File: src/inc/shq_pkg.sv
// Purpose: Shared constants, types and helpers for the stacking header block.
// Assumes: One clock domain; the far end is logic on the same clock.
// Notes:   Bit positions are those of the 80-bit stacking payload or of the QoS part of the internal frame header.
package shq_pkg;

  // ----------------------------------------------------------------------
  // Sizes of the inserted header.
  // ----------------------------------------------------------------------
  localparam int STK_BYTES = 10;
  localparam int ETYPE_BYTES = 2;
  localparam int INS_BYTES = 12;
  localparam int STK_BITS = 80;
  localparam int INS_BITS = 96;

  // ----------------------------------------------------------------------
  // Field positions in the stacking payload.
  // ----------------------------------------------------------------------
  localparam int TOP_BIT = 79;
  localparam int COS_LO = 76;
  localparam int SVC_LO = 64;
  localparam int AGG_LO = 64;
  localparam int RSVM_LO = 68;
  localparam int RSV_LO = 62;
  localparam int DP_LO = 60;
  localparam int SUPER_BIT = 59;
  localparam int PRIO_LO = 56;

  // ----------------------------------------------------------------------
  // Field positions in the QoS part of the internal frame header.
  // ----------------------------------------------------------------------
  localparam int KEEP_BIT = 7;
  localparam int UPD_BIT = 6;

  // ----------------------------------------------------------------------
  // Reset values and the index of the last header byte.
  // ----------------------------------------------------------------------
  localparam logic [5:0] DSCP_RST = 6'h00;
  localparam logic [3:0] CNT_RST = 4'h0;
  localparam logic [3:0] LAST_IDX = 4'hb;

  // Fields carried by the first part of the stacking header.
  typedef struct packed {
    logic idx_sel;
    logic [2:0] cos;
    logic [11:0] svc_idx;
    logic [3:0] agg_code;
    logic [1:0] dp;
    logic super_prio;
    logic [2:0] prio;
  } shq_stk_t;

  // QoS part of the internal frame header.
  typedef struct packed {
    logic keep_dscp_flag;
    logic dscp_update_flag;
    logic [5:0] dscp;
  } shq_int_qos_t;

  // Builds the 80-bit payload; lower fields are left zero.
  function automatic logic [79:0] shq_pack(input shq_stk_t f);
    logic [79:0] h;
    h = '0;
    h[TOP_BIT] = 1'b1;
    if (f.idx_sel) begin
      h[COS_LO+:3] = f.cos;
      h[SVC_LO+:12] = f.svc_idx;
    end else begin
      h[AGG_LO+:4] = f.agg_code;
    end
    h[DP_LO+:2] = f.dp;
    h[SUPER_BIT] = f.super_prio;
    h[PRIO_LO+:3] = f.prio;
    return h;
  endfunction

  // Extracts the fields; reserved misc bits are ignored.
  function automatic shq_stk_t shq_unpack(input logic [79:0] h,
                                          input logic sel);
    shq_stk_t f;
    f = '0;
    f.idx_sel = sel;
    if (sel) begin
      f.cos = h[COS_LO+:3];
      f.svc_idx = h[SVC_LO+:12];
    end else begin
      f.agg_code = h[AGG_LO+:4];
    end
    f.dp = h[DP_LO+:2];
    f.super_prio = h[SUPER_BIT];
    f.prio = h[PRIO_LO+:3];
    return f;
  endfunction

endpackage

File: src/hw/shq_framer.sv
// Purpose: QoS DSCP rewrite control and stacking header insert and check.
// Assumes: Byte streams come from logic on sys_clk, so no synchronisers.
// Notes:   The internal frame header is consumed here and never emitted.
module shq_framer
  import shq_pkg::*;
#(
  parameter logic [15:0] STK_ETYPE = 16'h0abc // Arbitrary value.
)
(
  input wire logic sys_clk,
  input wire logic nrst,
  input wire logic ce,
  input wire logic frm_valid,
  input wire shq_pkg::shq_int_qos_t frm_qos,
  input wire logic [5:0] frm_dscp,
  input wire logic [5:0] frm_remap_dscp,
  input wire logic frm_to_front,
  output logic dscp_valid,
  output logic [5:0] dscp_out,
  output logic dscp_changed,
  input wire logic stk_start,
  input wire shq_pkg::shq_stk_t stk_fields,
  input wire logic stk_ready,
  output logic stk_busy,
  output logic stk_valid,
  output logic [7:0] stk_byte,
  output logic stk_last,
  input wire logic misc_index_select,
  input wire logic rx_valid,
  input wire logic rx_sof,
  input wire logic [7:0] rx_byte,
  output logic rx_hdr_valid,
  output shq_pkg::shq_stk_t rx_fields,
  output logic rx_hdr_err
);

  // --------------------------------------------------------------------
  // DSCP rewrite decision.
  // --------------------------------------------------------------------
  logic dv_r, dv_nxt;
  logic [5:0] dscp_r, dscp_nxt;
  logic chg_r, chg_nxt;

  // Keep wins over update; CPU-bound frames are never rewritten.
  always_comb begin
    dv_nxt = frm_valid;
    dscp_nxt = dscp_r;
    chg_nxt = chg_r;
    if (frm_valid) begin
      if (!frm_to_front) begin
        dscp_nxt = frm_dscp;
      end else if (frm_qos.keep_dscp_flag) begin
        dscp_nxt = frm_dscp;
      end else if (frm_qos.dscp_update_flag) begin
        dscp_nxt = frm_qos.dscp;
      end else begin
        dscp_nxt = frm_remap_dscp;
      end
      chg_nxt = (dscp_nxt != frm_dscp);
    end
  end

  always_ff @(posedge sys_clk or negedge nrst) begin
    if (!nrst) begin
      dv_r <= 1'b0;
      dscp_r <= DSCP_RST;
      chg_r <= 1'b0;
    end else if (ce) begin
      dv_r <= dv_nxt;
      dscp_r <= dscp_nxt;
      chg_r <= chg_nxt;
    end
  end

  assign dscp_valid = dv_r;
  assign dscp_out = dscp_r;
  assign dscp_changed = chg_r;

  // --------------------------------------------------------------------
  // Stacking header insertion.
  // --------------------------------------------------------------------
  logic tx_go;

  assign tx_go = stk_start && !stk_busy;

  // The packer forces the top bit and leaves reserved bits zero.
  shq_hdr_tx u_tx (
    .sys_clk(sys_clk),
    .nrst(nrst),
    .ce(ce),
    .start(stk_start),
    .hdr(shq_pack(stk_fields)),
    .etype(STK_ETYPE),
    .out_ready(stk_ready),
    .busy(stk_busy),
    .out_valid(stk_valid),
    .out_byte(stk_byte),
    .out_last(stk_last)
  );

  // --------------------------------------------------------------------
  // Stacking header extraction and check.
  // --------------------------------------------------------------------
  logic [95:0] rsh_r, rsh_nxt;
  logic [3:0] rcnt_r, rcnt_nxt;
  logic ract_r, ract_nxt;
  logic hv_r, hv_nxt;
  logic herr_r, herr_nxt;
  shq_stk_t rf_r, rf_nxt;
  logic [95:0] rfull;

  assign rfull = {rsh_r[87:0], rx_byte};

  // Collects 12 bytes from a start marker, then checks and unpacks them.
  always_comb begin
    rsh_nxt = rsh_r;
    rcnt_nxt = rcnt_r;
    ract_nxt = ract_r;
    hv_nxt = 1'b0;
    herr_nxt = herr_r;
    rf_nxt = rf_r;
    if (rx_valid && (rx_sof || ract_r)) begin
      rsh_nxt = rfull;
      rcnt_nxt = rx_sof ? 4'h1 : rcnt_r + 4'h1;
      ract_nxt = 1'b1;
      if (!rx_sof && rcnt_r == LAST_IDX) begin
        ract_nxt = 1'b0;
        hv_nxt = 1'b1;
        herr_nxt = (rfull[95:80] != STK_ETYPE) || !rfull[TOP_BIT];
        // Fields are handed on as information only.
        rf_nxt = shq_unpack(rfull[79:0], misc_index_select);
      end
    end
  end

  always_ff @(posedge sys_clk or negedge nrst) begin
    if (!nrst) begin
      rsh_r <= '0;
      rcnt_r <= CNT_RST;
      ract_r <= 1'b0;
      hv_r <= 1'b0;
      herr_r <= 1'b0;
      rf_r <= '0;
    end else if (ce) begin
      rsh_r <= rsh_nxt;
      rcnt_r <= rcnt_nxt;
      ract_r <= ract_nxt;
      hv_r <= hv_nxt;
      herr_r <= herr_nxt;
      rf_r <= rf_nxt;
    end
  end

  assign rx_hdr_valid = hv_r;
  assign rx_hdr_err = herr_r;
  assign rx_fields = rf_r;

  // --------------------------------------------------------------------
  // Checking helpers: position of the byte sent and the latched fields.
  // --------------------------------------------------------------------
  logic [3:0] aidx_r;
  shq_stk_t afld_r;

  always_ff @(posedge sys_clk or negedge nrst) begin
    if (!nrst) begin
      aidx_r <= CNT_RST;
      afld_r <= '0;
    end else if (ce) begin
      if (tx_go) begin
        aidx_r <= CNT_RST;
        afld_r <= stk_fields;
      end else if (stk_valid && stk_ready) begin
        aidx_r <= aidx_r + 4'h1;
      end
    end
  end

  property p_keep;
    @(posedge sys_clk) disable iff (!nrst)
    ce && frm_valid && frm_to_front && frm_qos.keep_dscp_flag |=>
      dscp_out == $past(frm_dscp);
  endproperty
  a_keep: assert property (p_keep) else $error("DSCP remapped under keep");

  property p_upd;
    @(posedge sys_clk) disable iff (!nrst)
    ce && frm_valid && frm_to_front && !frm_qos.keep_dscp_flag &&
      frm_qos.dscp_update_flag |=> dscp_valid && dscp_out == $past(frm_qos.dscp);
  endproperty
  a_upd: assert property (p_upd) else $error("DSCP not updated");

  property p_cpu;
    @(posedge sys_clk) disable iff (!nrst)
    ce && frm_valid && !frm_to_front |=> !dscp_changed;
  endproperty
  a_cpu: assert property (p_cpu) else $error("CPU frame DSCP changed");

  property p_len;
    @(posedge sys_clk) disable iff (!nrst)
    stk_valid && stk_ready |-> stk_last == (aidx_r == LAST_IDX);
  endproperty
  a_len: assert property (p_len) else $error("Header not 12 bytes");

  property p_top;
    @(posedge sys_clk) disable iff (!nrst)
    stk_valid && aidx_r == 4'h2 |-> stk_byte[7];
  endproperty
  a_top: assert property (p_top) else $error("Top header bit not one");

  property p_misc;
    @(posedge sys_clk) disable iff (!nrst)
    stk_valid && aidx_r == 4'h3 |-> stk_byte == (afld_r.idx_sel ?
      afld_r.svc_idx[7:0] : {4'h0, afld_r.agg_code});
  endproperty
  a_misc: assert property (p_misc) else $error("Misc byte wrong");

  property p_qos;
    @(posedge sys_clk) disable iff (!nrst)
    stk_valid && aidx_r == 4'h4 |-> stk_byte ==
      {2'b00, afld_r.dp, afld_r.super_prio, afld_r.prio};
  endproperty
  a_qos: assert property (p_qos) else $error("QoS byte wrong");

  property p_etype;
    @(posedge sys_clk) disable iff (!nrst)
    stk_valid && aidx_r == 4'h0 |-> stk_byte == STK_ETYPE[15:8];
  endproperty
  a_etype: assert property (p_etype) else $error("EtherType not first");

  property p_rxchk;
    @(posedge sys_clk) disable iff (!nrst)
    ce && rx_valid && !rx_sof && ract_r && rcnt_r == LAST_IDX && !rsh_r[71]
      |=> rx_hdr_valid && rx_hdr_err;
  endproperty
  a_rxchk: assert property (p_rxchk) else $error("Bad top bit accepted");

endmodule

File: src/hw/shq_hdr_tx.sv
// Purpose: Sends the 12 inserted bytes, EtherType first, then the payload.
// Assumes: Consumer on the same clock with a valid/ready handshake.
// Notes:   Starts requested while busy are ignored.
module shq_hdr_tx
  import shq_pkg::*;
(
  input wire logic sys_clk,
  input wire logic nrst,
  input wire logic ce,
  input wire logic start,
  input wire logic [79:0] hdr,
  input wire logic [15:0] etype,
  input wire logic out_ready,
  output logic busy,
  output logic out_valid,
  output logic [7:0] out_byte,
  output logic out_last
);

  typedef enum logic {ST_IDLE, ST_SEND} shq_tx_st_t;

  shq_tx_st_t st_r, st_nxt;
  logic [95:0] sh_r, sh_nxt;
  logic [3:0] idx_r, idx_nxt;

  // --------------------------------------------------------------------
  // Next state: load on start, shift one byte per accepted transfer.
  // --------------------------------------------------------------------
  always_comb begin
    st_nxt = st_r;
    sh_nxt = sh_r;
    idx_nxt = idx_r;
    unique case (st_r)
      ST_IDLE: begin
        if (start) begin
          sh_nxt = {etype, hdr};
          idx_nxt = CNT_RST;
          st_nxt = ST_SEND;
        end
      end
      ST_SEND: begin
        if (out_ready) begin
          sh_nxt = {sh_r[87:0], 8'h00};
          idx_nxt = idx_r + 4'h1;
          if (idx_r == LAST_IDX) begin
            st_nxt = ST_IDLE;
          end
        end
      end
    endcase
  end

  // Registers, frozen while the clock enable is low.
  always_ff @(posedge sys_clk or negedge nrst) begin
    if (!nrst) begin
      st_r <= ST_IDLE;
      sh_r <= '0;
      idx_r <= CNT_RST;
    end else if (ce) begin
      st_r <= st_nxt;
      sh_r <= sh_nxt;
      idx_r <= idx_nxt;
    end
  end

  // Byte presented is always the top of the shift register.
  assign busy = (st_r == ST_SEND);
  assign out_valid = busy && ce;
  assign out_byte = sh_r[95:88];
  assign out_last = busy && (idx_r == LAST_IDX);

endmodule

File: config.mk
export PLATFORM = sky130hd
export DESIGN_NAME = shq_framer
export DESIGN_NICKNAME = d
export VERILOG_FILES = /design/src/inc/shq_pkg.sv /design/src/hw/shq_framer.sv /design/src/hw/shq_hdr_tx.sv
export SDC_FILE = /design/constraint.sdc
export NUM_CORES = 1
export LEC_CHECK = 0
export ABC_AREA = 1
export ABC_CLOCK_PERIOD_IN_PS = 1630
export BUFFER_PORTS_ARGS = -buffer_cell sky130_fd_sc_hd__buf_2
export CORE_MARGIN = 2
export CORE_UTILIZATION = 45
export DETAILED_ROUTE_END_ITERATION = 8
export PLACE_DENSITY = 0.66
export REMOVE_ABC_BUFFERS = 1
export SLEW_MARGIN = 20
export SYNTH_ARGS = -nofsm -noshare
export SYNTH_HDL_FRONTEND = slang
export SYNTH_SLANG_ARGS = --single-unit
File: constraint.sdc
create_clock -name sys_clk -period 1.63 [get_ports sys_clk]
set_input_delay 0.163 -clock sys_clk [delete_from_list [all_inputs] [get_ports sys_clk]]
set_output_delay 0.163 -clock sys_clk [all_outputs]
set_load 0.005 [all_outputs]
==> results list <==
* Dpl cell area: 0.00788 mm^2
* Total power per unit cell area: 1240 mW/mm^2
- Comb pwr share: 12.4%
- Wires add up to 14500 um.
- Setup TNS Final: 0 ns
* Layout Cells excl Fill: 1117
- Part of the Yosys area used for sequential elements: 61.2%
* Critical path start-end classification: reg2out
- First-pass GRT wire length: 24900 um
* Sum of met2 wire segment lengths after detailed routing: 6880 um
* Net count, final: 960
- Critical path's slowest cell: sky130_fd_sc_hd__dfrtp_2
* Int Power: 8.06 mW
- Cells with a size suffix above 1 make up 20.1% of the layout.
- Part of the power in registers: 48.2%
- DRC violations left: 0
- Yosys printed 0 warnings.
- In this run the number of H-tree levels came out at 4.
- NetSw: 2.71 mW
- The floorplan step defined a die boundary enclosing 0.0167 mm^2.
- Post-synthesis cell area: 0.00704 mm^2
- Setup crit end kind: primary output
- Main area contributors after synthesis: sky130_fd_sc_hd__dfrtp_1 61%, sky130_fd_sc_hd__nand2_1 13%, sky130_fd_sc_hd__o21ai_0 7.0%
* Final clock skew: 0.00819 ns
- Worst hold-check path type: in2reg
- In this run the worst path has a maximum fanout of 7.
- During placement, the flow inserted port buffers numbering 110.
* Clock Sinks: 172
- Netlist cell types: 32
- After layout, the worst path uses 95.2% of the clock period.
- After legalization and detailed placement, the total HPWL measured 9520 um.
* Syn Inst Count: 766
* First-pass iteration count of the detailed router: 4
- Top routing layer in use: met4
* Max-Slew Margin vs Limit: 71.8%
- Number of global-route vias before repair: 5149
- TritonCTS created 17 clock buffers.
- The top cell type by area accounts for 61.2% of the synthesized area.
- Maximum clock insertion buffer count: 2
* Height of the die: 129 um
- The initial antenna violation count is 0.
* Met3 wire len: 397 um
- Cell-by-cell listing of the critical path: clkinv_1 -> nor3_2 -> buf_4 -> buf_2
- Final design utilization: 57.2%
- The repair_antennas step left the layout with diodes totalling 0.
* Clock transition at path regs: 0.06 ns
- Leak Pwr: 4.39 nW
- Final Setup Violations: 0
- Summing internal, switching and leakage power gives 10.8 mW.
- In the final routing, the length of wire on met1 measures 7010 um.
- Global routing used 19.0% of the available tracks across all layers.
- The root buffer cell chosen for the clock tree is sky130_fd_sc_hd__clkbuf_16.
- Slowest Stage Delay on Critical Path: 0.42 ns
- First DRT Iteration DRCs: 369
- Average vias per placed instance: 4.78
- The run finished with clean final reports.
- The number of failing hold endpoints at the final stage came to 0.
- # Max-Cap Violations: 0
* Area grow syn2layout: 24.0%
- Routability-driven placement finished with a final weighted congestion of 0.795.
* Peak VDD IR: 0.751 mV
* Core Box Area: 0.0153 mm^2
* Instance count after placement with tap cells included: 1065
- For this configuration, the core starts out at a cell density of 46.1%.
- After detailed routing, the average wire length per cell comes to 13.0 um.
* Minimum clock period after layout: 1.55 ns
- X dimension of the die: 129 um
- Synthesized flop and latch total: 172
- The clock network burns 39.4% of the power.
- sky130_fd_sc_hd__dfrtp_1 takes more of the synthesized area than any other cell.
- Final global-route overflow total: 0
- Clock latency on the worst-skew pair: 0.42 ns
* Number of primary I/O pins: 111
- ANT nets after route: 0
* Clock tree from TritonCTS: yes
* Startpoint type of the worst setup path: flop
* Final std cell area, no fill: 0.00872 mm^2
* Slew Viols, Final: 0
- RSZ-0062 raised after global routing: yes
- At the pin with the least slew margin, the transition time is 0.423 ns.
* Crit path DAT: 1.39 ns
- Row count: 45
* Data required, critical path: 1.47 ns
* Switching power as a share of total power: 25.2%
* Largest net degree at the start of global routing: 118
- Total vias in the final route: 5344
* Syn_area_per_cell: 9.18 um^2
- Maximum operating frequency: 644 MHz
==> cell usage in the layout, fill, tap and decap left out, types with 2 or more instances in the layout <==
| master | synthesis | routed |
|---|---|---|
| sky130_fd_sc_hd__clkbuf_8 | 0 | 2 |
| sky130_fd_sc_hd__clkinv_2 | 0 | 2 |
| sky130_fd_sc_hd__mux2_2 | 4 | 4 |
| sky130_fd_sc_hd__o21ai_0 | 98 | 98 |
| sky130_fd_sc_hd__o21ai_1 | 10 | 10 |
| sky130_fd_sc_hd__nand2_1 | 240 | 240 |
| sky130_fd_sc_hd__nor3_1 | 5 | 4 |
| sky130_fd_sc_hd__clkbuf_16 | 0 | 17 |
| sky130_fd_sc_hd__inv_2 | 2 | 2 |
| sky130_fd_sc_hd__clkinv_1 | 2 | 2 |
| sky130_fd_sc_hd__a31oi_1 | 7 | 7 |
| sky130_fd_sc_hd__dlygate4sd3_1 | 0 | 18 |
| sky130_fd_sc_hd__a22oi_1 | 11 | 11 |
| sky130_fd_sc_hd__buf_2 | 13 | 109 |
| sky130_fd_sc_hd__nor2_1 | 25 | 25 |
| sky130_fd_sc_hd__o21ai_2 | 7 | 7 |
| sky130_fd_sc_hd__nand4_1 | 10 | 10 |
| sky130_fd_sc_hd__bufinv_16 | 0 | 4 |
| sky130_fd_sc_hd__buf_12 | 0 | 7 |
| sky130_fd_sc_hd__buf_4 | 8 | 15 |
| sky130_fd_sc_hd__clkinvlp_4 | 0 | 5 |
| sky130_fd_sc_hd__dfrtp_1 | 172 | 171 |
| sky130_fd_sc_hd__inv_1 | 82 | 82 |
| sky130_fd_sc_hd__a22o_1 | 7 | 7 |
| sky130_fd_sc_hd__nand3_1 | 18 | 18 |
| sky130_fd_sc_hd__a21oi_1 | 8 | 8 |
| sky130_fd_sc_hd__o31ai_1 | 6 | 6 |
==> cells in the mapped netlist <==
cell                       instances
sky130_fd_sc_hd__and3_1            1
sky130_fd_sc_hd__a21oi_4           1
sky130_fd_sc_hd__nand4_1          10
sky130_fd_sc_hd__clkbuf_1         19
sky130_fd_sc_hd__a32o_1            1
sky130_fd_sc_hd__inv_2             2
sky130_fd_sc_hd__o21ai_2           7
sky130_fd_sc_hd__nand2_1         240
sky130_fd_sc_hd__nor2_1           25
sky130_fd_sc_hd__mux2i_1           1
sky130_fd_sc_hd__buf_6             1
sky130_fd_sc_hd__a22o_1            7
sky130_fd_sc_hd__dfrtp_1         172
sky130_fd_sc_hd__buf_4             8
sky130_fd_sc_hd__ha_1              2
sky130_fd_sc_hd__mux2_2            4
sky130_fd_sc_hd__xor2_1            1
sky130_fd_sc_hd__nor2_2            1
sky130_fd_sc_hd__o21ai_0          98
sky130_fd_sc_hd__nor2_4            1
sky130_fd_sc_hd__o21ai_1          10
sky130_fd_sc_hd__nand3_1          18
sky130_fd_sc_hd__inv_1            82
sky130_fd_sc_hd__buf_2            13
sky130_fd_sc_hd__a22oi_1          11
sky130_fd_sc_hd__nand2_2           1
sky130_fd_sc_hd__a21oi_1           8
sky130_fd_sc_hd__clkinv_1          2
sky130_fd_sc_hd__xnor2_1           1
sky130_fd_sc_hd__nor3_1            5
sky130_fd_sc_hd__o31ai_1           6
sky130_fd_sc_hd__a31oi_1           7
==> repair_timing <==
| item | CTS | global route |
|---|---|---|
| endpoints found under the hold margin | 52 | 0 |
| hold buffers | 18 | 0 |
| buffers inserted | 2 | 1 |
| cloned | 0 | 0 |
| resized for setup | 2 | 2 |
| pin swaps | 0 | 1 |
| setup endpoints to repair | 1 | 1 |
==> layer usage <==
layer / GRT usage [%] / up-vias
met5: 0 / -
met4: 7.23 / 0
met3: 3.84 / 20
met2: 29.1 / 90
met1: 27.1 / 2533
li1: - / 2701
==> state kept, by name (all words and copies together) (netlist names), 4 cells and up <==
signal / count
rcnt_r: 4
u_tx.sh_r: 38
u_tx.idx_r: 4
dscp_out: 6
rx_fields: 26
rsh_r: 88
==> final timing paths <==
path | endpoint | cells after the start | slack [ns] | startpoint
max reg2reg | u_tx.sh_r[66] | 7 | 0.16 | u_tx.busy
max in group asynchronous | rsh_r[35] | 3 | 0.81 | nrst
min | dscp_out[3] | 3 | 0.03 | frm_dscp[3]
min reg2reg | rx_fields[25] | 2 | 0.47 | rx_fields[25]
min in group asynchronous | dscp_out[3] | 2 | 0.23 | nrst
max | stk_last | 4 | 0.08 | u_tx.busy
==> critical path: cells and delay by family, from the launching register on <==
family        cells  cell delay, ns
flops             1            0.42
simple gates      1            0.17
buf+inv           3            0.38
==> cell families after synthesis <==
group | after synthesis | share of synthesized area (%)
xor+xnor | 2 | 0.249
compound gates | 156 | 12.8
mux | 5 | 0.782
simple gates | 302 | 17.1
fa+ha+maj | 2 | 0.356
flops | 172 | 61.2
buf+inv | 127 | 7.54
==> metrics by stage <==
stage / worst slack, ns / hold slack (ns)
2_1_floorplan: -1.65 / -0.133
3_3_place_gp: 0.244 / 0.100
3_5_place_dp: 0.181 / 0.105
4_1_cts: 0.0148 / 0.0148
6_report: 0.0777 / 0.0299
5_1_grt: -0.0163 / 0.0257
==> layout make-up <==
cell class	count	area (um^2)
Clock buffer	20	457
Clock inverter	11	168
Fill cell	1365	6530
Inverter	86	323
Multi-Input combinational cell	467	2220
Sequential cell	172	4310
Tap cell	211	264
Timing Repair Buffer	150	990
==> power by group through the flow <==
stage | Sequential [mW] | Clock, mW | Combinational, mW
global placement | 5.23 | 0 | 1.25
finish | 5.19 | 4.25 | 1.34
detailed placement | 5.26 | 0 | 1.28
global route | 5.27 | 4.51 | 1.58
floorplan | 5.20 | 0 | 0.754
CTS | 5.18 | 4.34 | 1.35
No activity file was read; power rests on OpenSTA's default activity.
